`src/pkg/npr_pkg.sv`:
```
// Shared constants for the nonce, pause and random command block
package npr_pkg;

  // ----------------------------------------------------------------
  // Opcodes
  // ----------------------------------------------------------------
  localparam logic [7:0] OP_PAUSE = 8'h01;
  localparam logic [7:0] OP_NONCE = 8'h16;
  localparam logic [7:0] OP_RANDOM = 8'h1b;

  // ----------------------------------------------------------------
  // Lengths in bytes
  // ----------------------------------------------------------------
  localparam logic [5:0] LEN_HASHED_IN = 6'h14;
  localparam logic [5:0] LEN_PASS_IN = 6'h20;
  localparam logic [5:0] LEN_NONE = 6'h00;
  localparam logic [5:0] LEN_RSP_BYTE = 6'h01;
  localparam logic [5:0] LEN_RSP_RAND = 6'h20;

  // ----------------------------------------------------------------
  // Nonce mode field
  // ----------------------------------------------------------------
  localparam logic [1:0] NMODE_INVALID = 2'h2;
  localparam logic [1:0] NMODE_PASS = 2'h3;

  // ----------------------------------------------------------------
  // Status codes carried in the single response byte
  // ----------------------------------------------------------------
  localparam logic [7:0] ST_OK = 8'h00;
  localparam logic [7:0] ST_PARSE_ERR = 8'h03;
  localparam logic [7:0] ST_EXEC_ERR = 8'h0f;

  // ----------------------------------------------------------------
  // Generator, flags and reset values
  // ----------------------------------------------------------------
  localparam int RNG_WORDS = 8;
  localparam logic [31:0] TEST_WORD = 32'h0000ffff;
  localparam logic ORIGIN_RAND = 1'h0;
  localparam logic ORIGIN_INPUT = 1'h1;
  localparam logic [255:0] SEED_RESET = 256'h0;
  localparam logic [255:0] SCRATCH_RESET = 256'h0;
  localparam int MSG_OPCODE_LSB = 416;

  typedef enum {
    NPR_IDLE,
    NPR_SEED,
    NPR_GEN,
    NPR_HASH
  } npr_state_t;

endpackage

```
`src/pkg/npr_rng_if.sv`:
```
// Link between the command core and the random generator
`timescale 1ns/1ps
`default_nettype none
interface npr_rng_if;
  logic gen_req;
  logic reseed;
  logic test_mode;
  logic done;
  logic [255:0] rand_data;

  modport core (output gen_req, output reseed, output test_mode, input done, input rand_data);
  modport gen (input gen_req, input reseed, input test_mode, output done, output rand_data);
endinterface
`default_nettype wire

```
`src/hw/npr_cmd_core.sv`:
```
// Command core for nonce, pause and random commands
`timescale 1ns/1ps
`default_nettype none
module npr_cmd_core (
  input wire logic sys_clk,
  input wire logic resetn,
  input wire logic cmd_valid,
  input wire logic [7:0] cmd_opcode,
  input wire logic [7:0] cmd_mode,
  input wire logic [15:0] cmd_param2,
  input wire logic [5:0] cmd_len,
  input wire logic [255:0] host_input_value,
  output logic cmd_ready,
  input wire logic config_locked,
  input wire logic [7:0] selector_byte,
  input wire logic seed_update_needed,
  input wire logic seed_endurance_out,
  input wire logic seed_update_done,
  output logic seed_update_req,
  input wire logic [31:0] trng_bits,
  output logic sha_start,
  output logic [439:0] sha_msg,
  input wire logic sha_done,
  input wire logic [255:0] sha_digest,
  output logic rsp_valid,
  output logic [5:0] rsp_len,
  output logic [255:0] rsp_data,
  output logic enter_idle,
  output logic [255:0] scratch_digest_reg,
  output logic scratch_valid_flag,
  output logic scratch_origin_flag,
  output logic scratch_rw_ok
);

  npr_pkg::npr_state_t state_q;
  npr_pkg::npr_state_t state_d;
  logic [7:0] op_q;
  logic [7:0] op_d;
  logic [7:0] mode_q;
  logic [7:0] mode_d;
  logic [7:0] p2lo_q;
  logic [7:0] p2lo_d;
  logic [159:0] in_q;
  logic [159:0] in_d;
  logic ready_q;
  logic ready_d;
  logic seed_req_q;
  logic seed_req_d;
  logic gen_req_q;
  logic gen_req_d;
  logic reseed_q;
  logic reseed_d;
  logic sha_start_q;
  logic sha_start_d;
  logic [439:0] msg_q;
  logic [439:0] msg_d;
  logic rsp_valid_q;
  logic rsp_valid_d;
  logic [5:0] rsp_len_q;
  logic [5:0] rsp_len_d;
  logic [255:0] rsp_data_q;
  logic [255:0] rsp_data_d;
  logic idle_q;
  logic idle_d;
  logic [255:0] scratch_q;
  logic [255:0] scratch_d;
  logic valid_q;
  logic valid_d;
  logic origin_q;
  logic origin_d;
  logic rw_ok_q;
  logic rw_ok_d;
  logic is_nonce;
  logic is_pause;
  logic is_random;
  logic bad_cmd;
  logic pass_mode;

  npr_rng_if rif();

  // ----------------------------------------------------------------
  // Generator instance
  // ----------------------------------------------------------------
  npr_rng #(.WORDS(npr_pkg::RNG_WORDS)) u_rng (
    .sys_clk(sys_clk),
    .resetn(resetn),
    .trng_bits(trng_bits),
    .rif(rif)
  );

  // Test pattern replaces entropy until configuration is locked
  assign rif.test_mode = ~config_locked;
  assign rif.gen_req = gen_req_q;
  assign rif.reseed = reseed_q;

  // ----------------------------------------------------------------
  // Command decode
  // ----------------------------------------------------------------
  // Checks are made up front so an error never touches scratch state
  always_comb begin
    is_nonce = (cmd_opcode == npr_pkg::OP_NONCE);
    is_pause = (cmd_opcode == npr_pkg::OP_PAUSE);
    is_random = (cmd_opcode == npr_pkg::OP_RANDOM);
    pass_mode = (cmd_mode[1:0] == npr_pkg::NMODE_PASS);
    bad_cmd = (cmd_param2 != 16'h0000) || !(is_nonce || is_pause || is_random);
    if (is_nonce) begin
      if ((cmd_mode[7:2] != 6'h00) || (cmd_mode[1:0] == npr_pkg::NMODE_INVALID)) begin
        bad_cmd = 1'b1;
      end
      if (cmd_len != (pass_mode ? npr_pkg::LEN_PASS_IN : npr_pkg::LEN_HASHED_IN)) begin
        bad_cmd = 1'b1;
      end
    end
    if (is_random && ((cmd_mode[7:1] != 7'h00) || (cmd_len != npr_pkg::LEN_NONE))) begin
      bad_cmd = 1'b1;
    end
    if (is_pause && (cmd_len != npr_pkg::LEN_NONE)) begin
      bad_cmd = 1'b1;
    end
  end

  // ----------------------------------------------------------------
  // Sequencer next state
  // ----------------------------------------------------------------
  always_comb begin
    state_d = state_q;
    op_d = op_q;
    mode_d = mode_q;
    p2lo_d = p2lo_q;
    in_d = in_q;
    seed_req_d = 1'b0;
    gen_req_d = 1'b0;
    reseed_d = 1'b0;
    sha_start_d = 1'b0;
    msg_d = msg_q;
    rsp_valid_d = 1'b0;
    rsp_len_d = rsp_len_q;
    rsp_data_d = rsp_data_q;
    idle_d = 1'b0;
    scratch_d = scratch_q;
    valid_d = valid_q;
    origin_d = origin_q;
    case (state_q)
      npr_pkg::NPR_IDLE: begin
        if (cmd_valid) begin
          op_d = cmd_opcode;
          mode_d = cmd_mode;
          p2lo_d = cmd_param2[7:0];
          in_d = host_input_value[159:0];
          if (bad_cmd) begin
            rsp_valid_d = 1'b1;
            rsp_len_d = npr_pkg::LEN_RSP_BYTE;
            rsp_data_d = {248'h0, npr_pkg::ST_PARSE_ERR};
          end else if (is_pause) begin
            if (cmd_mode != selector_byte) begin
              idle_d = 1'b1; // Idle only, no sleep path exists
            end else begin
              rsp_valid_d = 1'b1;
              rsp_len_d = npr_pkg::LEN_RSP_BYTE;
              rsp_data_d = {248'h0, npr_pkg::ST_OK};
            end
          end else if (is_nonce && pass_mode) begin
            scratch_d = host_input_value;
            valid_d = 1'b1;
            origin_d = npr_pkg::ORIGIN_INPUT;
            rsp_valid_d = 1'b1;
            rsp_len_d = npr_pkg::LEN_RSP_BYTE;
            rsp_data_d = {248'h0, npr_pkg::ST_OK};
          end else if (!cmd_mode[0] && seed_update_needed) begin
            // Seed refresh only when mode bit zero is clear
            if (seed_endurance_out) begin
              rsp_valid_d = 1'b1;
              rsp_len_d = npr_pkg::LEN_RSP_BYTE;
              rsp_data_d = {248'h0, npr_pkg::ST_EXEC_ERR};
            end else begin
              seed_req_d = 1'b1;
              state_d = npr_pkg::NPR_SEED;
            end
          end else begin
            gen_req_d = 1'b1;
            state_d = npr_pkg::NPR_GEN;
          end
        end
      end
      npr_pkg::NPR_SEED: begin
        // Request held as a level until the store confirms
        seed_req_d = 1'b1;
        if (seed_update_done) begin
          seed_req_d = 1'b0;
          reseed_d = 1'b1;
          gen_req_d = 1'b1;
          state_d = npr_pkg::NPR_GEN;
        end
      end
      npr_pkg::NPR_GEN: begin
        if (rif.done) begin
          rsp_data_d = rif.rand_data;
          if (op_q == npr_pkg::OP_RANDOM) begin
            rsp_valid_d = 1'b1;
            rsp_len_d = npr_pkg::LEN_RSP_RAND;
            state_d = npr_pkg::NPR_IDLE;
          end else begin
            sha_start_d = 1'b1;
            msg_d = {p2lo_q, mode_q, npr_pkg::OP_NONCE, in_q, rif.rand_data};
            state_d = npr_pkg::NPR_HASH;
          end
        end
      end
      npr_pkg::NPR_HASH: begin
        if (sha_done) begin
          scratch_d = sha_digest;
          valid_d = 1'b1;
          origin_d = npr_pkg::ORIGIN_RAND;
          rsp_valid_d = 1'b1;
          rsp_len_d = npr_pkg::LEN_RSP_RAND; // Random value kept in rsp_data
          state_d = npr_pkg::NPR_IDLE;
        end
      end
      default: begin
        state_d = npr_pkg::NPR_IDLE;
      end
    endcase
    ready_d = (state_d == npr_pkg::NPR_IDLE);
    rw_ok_d = valid_d && (origin_d == npr_pkg::ORIGIN_RAND);
  end

  // Registers
  always_ff @(posedge sys_clk) begin
    if (!resetn) begin
      state_q <= npr_pkg::NPR_IDLE;
      op_q <= 8'h00;
      mode_q <= 8'h00;
      p2lo_q <= 8'h00;
      in_q <= 160'h0;
      ready_q <= 1'b0;
      seed_req_q <= 1'b0;
      gen_req_q <= 1'b0;
      reseed_q <= 1'b0;
      sha_start_q <= 1'b0;
      msg_q <= 440'h0;
      rsp_valid_q <= 1'b0;
      rsp_len_q <= 6'h00;
      rsp_data_q <= 256'h0;
      idle_q <= 1'b0;
      scratch_q <= npr_pkg::SCRATCH_RESET;
      valid_q <= 1'b0;
      origin_q <= npr_pkg::ORIGIN_RAND;
      rw_ok_q <= 1'b0;
    end else begin
      state_q <= state_d;
      op_q <= op_d;
      mode_q <= mode_d;
      p2lo_q <= p2lo_d;
      in_q <= in_d;
      ready_q <= ready_d;
      seed_req_q <= seed_req_d;
      gen_req_q <= gen_req_d;
      reseed_q <= reseed_d;
      sha_start_q <= sha_start_d;
      msg_q <= msg_d;
      rsp_valid_q <= rsp_valid_d;
      rsp_len_q <= rsp_len_d;
      rsp_data_q <= rsp_data_d;
      idle_q <= idle_d;
      scratch_q <= scratch_d;
      valid_q <= valid_d;
      origin_q <= origin_d;
      rw_ok_q <= rw_ok_d;
    end
  end

  // Outputs straight from flops
  assign cmd_ready = ready_q;
  assign seed_update_req = seed_req_q;
  assign sha_start = sha_start_q;
  assign sha_msg = msg_q;
  assign rsp_valid = rsp_valid_q;
  assign rsp_len = rsp_len_q;
  assign rsp_data = rsp_data_q;
  assign enter_idle = idle_q;
  assign scratch_digest_reg = scratch_q;
  assign scratch_valid_flag = valid_q;
  assign scratch_origin_flag = origin_q;
  assign scratch_rw_ok = rw_ok_q;
endmodule
`default_nettype wire

```
`src/hw/npr_rng.sv`:
```
// Random generator: hardware entropy mixed with an internal seed
`timescale 1ns/1ps
`default_nettype none
module npr_rng #(
  parameter int WORDS = npr_pkg::RNG_WORDS
) (
  input wire logic sys_clk,
  input wire logic resetn,
  input wire logic [31:0] trng_bits,
  npr_rng_if.gen rif
);

  logic [255:0] seed_q;
  logic [255:0] seed_d;
  logic [255:0] data_q;
  logic [255:0] data_d;
  logic [3:0] cnt_q;
  logic [3:0] cnt_d;
  logic busy_q;
  logic busy_d;
  logic done_q;
  logic done_d;
  logic [31:0] word;

  // ----------------------------------------------------------------
  // Word generation
  // ----------------------------------------------------------------
  // One seed serves every command, so nonce and random share state
  always_comb begin
    seed_d = seed_q;
    data_d = data_q;
    cnt_d = cnt_q;
    busy_d = busy_q;
    done_d = 1'b0;
    word = rif.test_mode ? npr_pkg::TEST_WORD : (trng_bits ^ seed_q[31:0]);
    if (!busy_q) begin
      if (rif.gen_req) begin
        busy_d = 1'b1;
        cnt_d = 4'h0;
        if (rif.reseed) begin
          seed_d = seed_q ^ {8{trng_bits}}; // Fresh seed after update
        end
      end
    end else begin
      // Shift in at the top so word 0 lands in bytes 0..3
      data_d = {word, data_q[255:32]};
      // Seed evolves every word so no two draws repeat the mix
      seed_d = {seed_q[31:0] ^ {trng_bits[15:0], trng_bits[31:16]}, seed_q[255:32]};
      cnt_d = cnt_q + 4'h1;
      if (cnt_q == 4'(WORDS - 1)) begin
        busy_d = 1'b0;
        done_d = 1'b1;
      end
    end
  end

  // Registers
  always_ff @(posedge sys_clk) begin
    if (!resetn) begin
      seed_q <= npr_pkg::SEED_RESET;
      data_q <= 256'h0;
      cnt_q <= 4'h0;
      busy_q <= 1'b0;
      done_q <= 1'b0;
    end else begin
      seed_q <= seed_d;
      data_q <= data_d;
      cnt_q <= cnt_d;
      busy_q <= busy_d;
      done_q <= done_d;
    end
  end

  assign rif.done = done_q;
  assign rif.rand_data = data_q;

endmodule
`default_nettype wire

```
`config.mk`:
```
export PLATFORM = sky130hd
export DESIGN_NAME = npr_cmd_core
export DESIGN_NICKNAME = d
export VERILOG_FILES = /design/src/pkg/npr_pkg.sv /design/src/pkg/npr_rng_if.sv /design/src/hw/npr_cmd_core.sv /design/src/hw/npr_rng.sv
export SDC_FILE = /design/constraint.sdc
export NUM_CORES = 2
export LEC_CHECK = 0
export ABC_AREA = 1
export CORE_AREA = 2 2 613 615
export CTS_BUF_LIST = sky130_fd_sc_hd__clkbuf_4 sky130_fd_sc_hd__clkbuf_8 sky130_fd_sc_hd__clkbuf_16
export CTS_CLUSTER_DIAMETER = 60
export DETAILED_ROUTE_END_ITERATION = 8
export DIE_AREA = 0 0 615 617
export DONT_BUFFER_PORTS = 1
export GPL_TIMING_DRIVEN = 0
export MAX_ROUTING_LAYER = met4
export PLACE_DENSITY = 0.35
export SYNTH_ARGS = -nofsm -noshare
export SYNTH_HDL_FRONTEND = slang
export SYNTH_HIERARCHICAL = 1
export SYNTH_SLANG_ARGS = --single-unit
```
`constraint.sdc`:
```
create_clock -name sys_clk -period 5.32 [get_ports sys_clk]
set_input_delay 1.064 -clock sys_clk [delete_from_list [all_inputs] [get_ports sys_clk]]
set_output_delay 1.064 -clock sys_clk [all_outputs]
set_load 0.02 [all_outputs]
```
Word-level counts from Yosys, hierarchy flattened
Index checks and enable logic that the tools add are counted.
{"block": "word_totals", "out_inout_bits": 966, "elab_cells": 182, "ff_bits": 1697, "input_bits": 598}
{"block": "classes", "n_reduce_logical": 33, "n_eq_ne": 22, "n_addsub": 1, "bitwise_logic": 9, "n_mux": 93}
{"cell": "two-way mux 256 bit", "count": 16}
{"cell": "case mux 256 bit (2 select lines)", "count": 2}
{"cell": "two-way mux 32 bit", "count": 10}
{"cell": "bitwise XOR 256 bit", "count": 1}
{"cell": "case mux 32 bit (4 select lines)", "count": 1}
{"cell": "two-way mux 6 bit", "count": 11}
{"cell": "== test 32 x 2 -> 1 bit, second input constant", "count": 2}
{"cell": "zero test 32 bit", "count": 2}
{"cell": "bitwise XOR 32 bit", "count": 2}
{"cell": "two-way mux 1 bit", "count": 44}
{"cell": "== test 32 x 1 -> 1 bit, second input constant", "count": 1}
{"cell": "== test 8 x 5 -> 1 bit, second input constant", "count": 3}
{"cell": "case mux 6 bit (3 select lines)", "count": 1}
{"cell": "nonzero test 16 bit", "count": 1}
{"cell": "inequality test 2 bit, second input constant", "count": 6}
{"cell": "AND reduction 6 bit", "count": 2}
{"cell": "nonzero test 6 bit", "count": 2}
{"cell": "inequality test 5 bit, second input constant", "count": 2}
{"cell": "== test 8 x 1 -> 1 bit, second input constant", "count": 1}
{"cell": "two-way mux 4 bit", "count": 2}
{"cell": "inequality test 8 bit", "count": 1}
{"cell": "case mux 1 bit (2 select lines)", "count": 4}
{"cell": "AND reduction 2 bit", "count": 4}
{"cell": "AND reduction 8 bit", "count": 1}
{"cell": "17 further kinds", "count": 36}

Depth between registers and ports, before layout
{"block": "logic_depth", "ltp_word": 15, "depth_mapped": 16, "depth_no_buf": 14}

Cells and area by module
Netlist, hierarchy kept.
{"module": "npr_cmd_core", "cells_each": 6613, "seq_area_each_um2": 23482.5, "instances": 1, "area_per_inst_um2": 46357.0}
{"module": "npr_rng", "cells_each": 3325, "seq_area_each_um2": 10369.9, "instances": 1, "area_per_inst_um2": 22392.7}

Worst setup path before layout
Ideal clock, no wire load.
{"block": "synth_timing", "path_kind": "input-to-reg", "startpoint": "input port cmd_len[1]", "endpoint": "register rsp_data_q[175], in the netlist rsp_data[175]", "required_time_ns": 5.207, "slack_ns": 2.703, "arrival_ns": 2.504, "stages": 14, "setup_time_ns": 0.113, "path_buffers": 2, "path_cell_list": "nor2_1 nand2_1 nor2_1 nor2_1 nor2_1 nand3_2 nor2_8 nand2_2 nor2_4 nor2_8 buf_4 buf_2 nor2_1 nor2_1"}
{"block": "synth_via", "elab_chain_len": 8, "word_cells_on_any_way": 16, "classes_between": "eq/ne: 4; mux: 7; reduce/logical: 5"}
{"element": "from (decl)", "line_no": "npr_cmd_core.sv:11", "rtl": "input wire logic [5:0] cmd_len,"}
{"element": "inequality test 6 bit or nonzero test 6 bit (tied branches)", "line_no": "npr_cmd_core.sv:110, npr_cmd_core.sv:114, npr_cmd_core.sv:117"}
{"element": "two-way mux 1 bit or logical OR 1 bit (tied branches)", "line_no": "npr_cmd_core.sv:110, npr_cmd_core.sv:114"}
{"element": "two-way mux 1 bit or logical AND 1 bit (tied branches)", "line_no": "npr_cmd_core.sv:106, npr_cmd_core.sv:114"}
{"element": "two-way mux 1 bit", "line_no": "npr_cmd_core.sv:114", "rtl": "if (is_random && ((cmd_mode[7:1] != 7'h00) || (cmd_len != npr_pkg::LEN_NONE))) begin"}
{"element": "two-way mux 1 bit *", "line_no": "npr_cmd_core.sv:117", "rtl": "if (is_pause && (cmd_len != npr_pkg::LEN_NONE)) begin"}
{"element": "two-way mux 256 bit", "line_no": "npr_cmd_core.sv:150", "rtl": "if (bad_cmd) begin"}
{"element": "two-way mux 256 bit", "line_no": "npr_cmd_core.sv:145", "rtl": "if (cmd_valid) begin"}
{"element": "case mux 256 bit (2 select lines)", "line_no": "npr_cmd_core.sv:143", "rtl": "case (state_q)"}
{"element": "to (signal assigned)", "line_no": "npr_cmd_core.sv:263", "rtl": "rsp_data_q <= rsp_data_d;"}
{"element": "to (decl)", "line_no": "npr_cmd_core.sv:61", "rtl": "logic [255:0] rsp_data_q;"}
Mark *: on every way between the ends. The rest lies on a longest branch, timed or not. The select of a mux whose other input is x is not followed.
A chain may end at the register's enable or synchronous reset.

Worst setup path in the final report
{"block": "layout_timing", "startpoint": "register state_q[5]", "endpoint": "register msg_q[218], in the netlist sha_msg[218]"}
{"block": "layout_via", "elab_chain_len": 2}
{"element": "from (decl)", "line_no": "npr_cmd_core.sv:35", "rtl": "npr_pkg::npr_state_t state_q;"}
{"element": "from (signal assigned)", "line_no": "npr_cmd_core.sv:230", "rtl": "state_q <= npr_pkg::NPR_IDLE;"}
{"element": "from (signal assigned)", "line_no": "npr_cmd_core.sv:250", "rtl": "state_q <= state_d;"}
{"element": "== test 32 x 2 -> 1 bit", "line_no": "npr_cmd_core.sv:143"}
{"element": "AND reduction 3 bit (no source line)"}
{"element": "to (signal assigned)", "line_no": "npr_cmd_core.sv:260", "rtl": "msg_q <= msg_d;"}
{"element": "to (decl)", "line_no": "npr_cmd_core.sv:55", "rtl": "logic [439:0] msg_q;"}
Every way passes these cells.

==> results.sh <==
export IMPL_outcome="finished, violations left"
export IMPL_failed_checks="max-capacitance violations"
export IMPL_insertion_delay_ps=910
export IMPL_drtPass1Iterations=8
export IMPL_tns_ps=0
export IMPL_drt_iter0_markers=5896
export IMPL_cts_hold_buffers_added=0
export IMPL_worst_ir_drop_vdd_mv=0.215
export IMPL_yosys_area_top_type_share_pct=49.2
export IMPL_num_vias=68060
export IMPL_power_mw=32.3
export IMPL_fp_dieW_um=615
export IMPL_slowest_delay_ps=670
export IMPL_hold_viol=0
export IMPL_synth_most_common_cell="nor2_1"
export IMPL_setup_violations_final=0
export IMPL_drc_errors=0
export IMPL_critPathBufInv=3
export IMPL_synth_area_um2=68700
export IMPL_grt_ovfl_total=0
export IMPL_grt_pass1_wl_um=616000
export IMPL_area_growth_pct=23.2
export IMPL_layout_drive_gt1_share_pct=8.90
export IMPL_arrival_ps=4550
export IMPL_die_y_um=617
export IMPL_grt_max_degree=12
export IMPL_cts_buffer_depth=4
export IMPL_path_class="flop to flop"
export IMPL_numCtsBuffers=265
export IMPL_syn_avg_cell_area_um2=6.92
export IMPL_ant_nets=0
export IMPL_cts_htree_levels=5
export IMPL_reg2regPathDepth=11
export IMPL_detail_route_wl_per_cell_um=30.7
export IMPL_yosysWarnings=6
export IMPL_async_flop_share_pct=0
export IMPL_path_max_fanout=11
export IMPL_yosysTopAreaCell="dfxtp_1"
export IMPL_initial_core_util_pct=18.4
export IMPL_largest_reg_flops=433
export IMPL_ys_flop_type="dfxtp_1"
export IMPL_finalCritPeriodShare_pct=72.6
export IMPL_cts_resized_gates=0
export IMPL_root_buffer="clkbuf_16"
export IMPL_r2r_slack_ps=1460
export IMPL_finClkSkew_ps=75.4
export IMPL_max_cap_violations=1
export IMPL_worst_pin_slew_ps=1500
export IMPL_max_freq_ghz=0.259
export IMPL_synthTopCellsByArea="dfxtp_1, nor2_1, nand2_1, nand3_1, a21oi_1"
export IMPL_yosysSeqAreaShare_pct=49.2
export IMPL_holdCritPathClass="input pin to flop"
export IMPL_swShare_pct=24.3
export IMPL_hpwl_um=393000
export IMPL_start_kind="flop"
export IMPL_synth_edf_count=0
export IMPL_worst_path_stages=11
export IMPL_hold_path_depth=2
export IMPL_wirelength_um=477000
export IMPL_power_frac_seq_pct=39.2
export IMPL_critPathMostFrequentCell="nand2_1"
export IMPL_grt_pass1_vias=63081
export IMPL_cts_tree="done"
export IMPL_place_gp_congestion=0.991
export IMPL_comb_power_share_pct=2.7
export IMPL_whs_ps=292
export IMPL_vias_per_cell=4.39
export IMPL_slew_viol_final=0
export IMPL_p_switching_mw=7.84
export IMPL_nets=10847
export IMPL_pin_count=1564
export IMPL_ys_seq_elements=1691
export IMPL_critPathSlowestCell="nand2_1"
export IMPL_cp_required_ps=6000
export IMPL_portBuffers=0
export IMPL_grt_total_usage_pct=24.7
export IMPL_power_density_nw_per_um2=382
export IMPL_end_kind="flop"
export IMPL_power_frac_clock_pct=58.1
export IMPL_cellInternalPower_mw=24.5
export IMPL_path_cells="nor2_1 > nand2_1 > nor2_2 > nand3_1 > nor3_2 > buf_2 > nand2_1 > clkbuf_2 > buf_2 > nand2_1 > a21oi_1"
export IMPL_cts_reportedPaths_clkPinSlew_ps=60
export IMPL_synth_commonest_cells="nor2_1, nand2_1, dfxtp_1, nand3_1, a21oi_1"
export IMPL_dieArea_um2=379000
export IMPL_dp_cells=14975
export IMPL_postCtsSetupRepairBufs=0
export IMPL_power_leakage_nw=33.8
export IMPL_core_area_um2=374000
export IMPL_synthCells=9938
export IMPL_clock_sinks=1691
export IMPL_final_cells=15517
export IMPL_fin_crit_ps=3860
export IMPL_relSlewSlack_pct=0.160
export IMPL_rsz0062_at_grt="false"
export IMPL_antenna_found_initial=112
export IMPL_crit_family="buffers and inverters"
export IMPL_num_rows=225
export IMPL_synth_cell_types=41
## final timing paths
| kind | startpoint | end |
|---|---|---|
| setup / recovery | state_q[5]$_SDFF_PN0_ | sha_msg[218]$_SDFFE_PN0P_ |
| hold / removal | host_input_value[12] | in_q[12]$_SDFFE_PN0P_ |
| setup reg to reg | state_q[5]$_SDFF_PN0_ | sha_msg[218]$_SDFFE_PN0P_ |
| hold reg to reg | in_q[10]$_SDFFE_PN0P_ | sha_msg[266]$_SDFFE_PN0P_ |
## through the flow
| stage | setup slack, ps | area, um2 | utilization [%] |
|---|---|---|---|
| finish | 1460 | 84700 | 22.7 |
| global route | 1190 | 84700 | 22.7 |
| CTS | 1340 | 84600 | 22.6 |
| detailed placement | 443 | 75300 | 20.1 |
| global placement | -550 | 75100 | 20.1 |
| floorplan | 2700 | 68900 | - |
## placed cells by master, fill, tap and decap left out, types with 9 or more instances in the layout
cell | netlist | final
nor2_1 | 2653 | 2652
nand2_1 | 2494 | 2494
dfxtp_1 | 1691 | 1691
nand3_1 | 742 | 742
a21oi_1 | 557 | 557
o21ai_0 | 511 | 511
clkbuf_1 | 315 | 300
buf_2 | 299 | 299
clkbuf_16 | 0 | 268
o21ai_1 | 227 | 227
inv_1 | 207 | 207
diode_2 | 0 | 66
clkbuf_4 | 0 | 56
buf_4 | 42 | 42
conb_1 | 1 | 39
buf_6 | 31 | 31
bufinv_16 | 0 | 31
clkinv_2 | 0 | 28
clkbuf_8 | 0 | 28
nor3_1 | 24 | 24
xnor2_1 | 24 | 24
inv_6 | 0 | 24
buf_1 | 22 | 22
clkbuf_2 | 1 | 16
xor2_1 | 16 | 16
inv_2 | 14 | 14
clkinvlp_4 | 0 | 13
o21ai_2 | 13 | 13
o21ai_4 | 10 | 10
clkinv_4 | 0 | 9
## cells by family after synthesis
logic type               count (synthesis)  synth area share [%]
AND/OR/NAND/NOR                       5945                  34.1
flip-flops                            1691                  49.2
AO/OA/AOI/OAI                         1325                  9.91
buffers and inverters                  933                  6.22
XOR/XNOR                                40                 0.510
multiplexers                             2                0.0291
adder cells (fa/ha/maj)                  1                0.0182
other                                    1               0.00545
## cell type report
| type | count | area, um2 |
|---|---|---|
| Timing Repair Buffer | 5 | 92.6 |
| Inverter | 223 | 842 |
| Tap cell | 4994 | 6250 |
| Fill cell | 42428 | 289000 |
| Sequential cell | 1691 | 33900 |
| Clock inverter | 124 | 1790 |
| Antenna cell | 66 | 165 |
| Buffer | 710 | 3450 |
| Multi-Input combinational cell | 7352 | 30800 |
| Clock buffer | 352 | 7510 |
## power by group through the flow
stage	logic, mW	registers, mW	clock network (mW)
floorplan	0.493	13.0	0
global placement	0.869	13.0	0
detailed placement	0.865	13.0	0
CTS	0.867	12.7	19.2
global route	0.947	12.7	19.7
finish	0.867	12.7	18.8
## metal layers
| metal | GRT usage [%] | wire length, um | vias up |
|---|---|---|---|
| met5 | - | 0 | - |
| met4 | 5.59 | 11800 | 0 |
| met3 | 9.52 | 48700 | 476 |
| met2 | 37.7 | 211000 | 2501 |
| met1 | 30.7 | 205000 | 32805 |
| li1 | - | - | 32278 |
(Power assumes the default switching activity.)
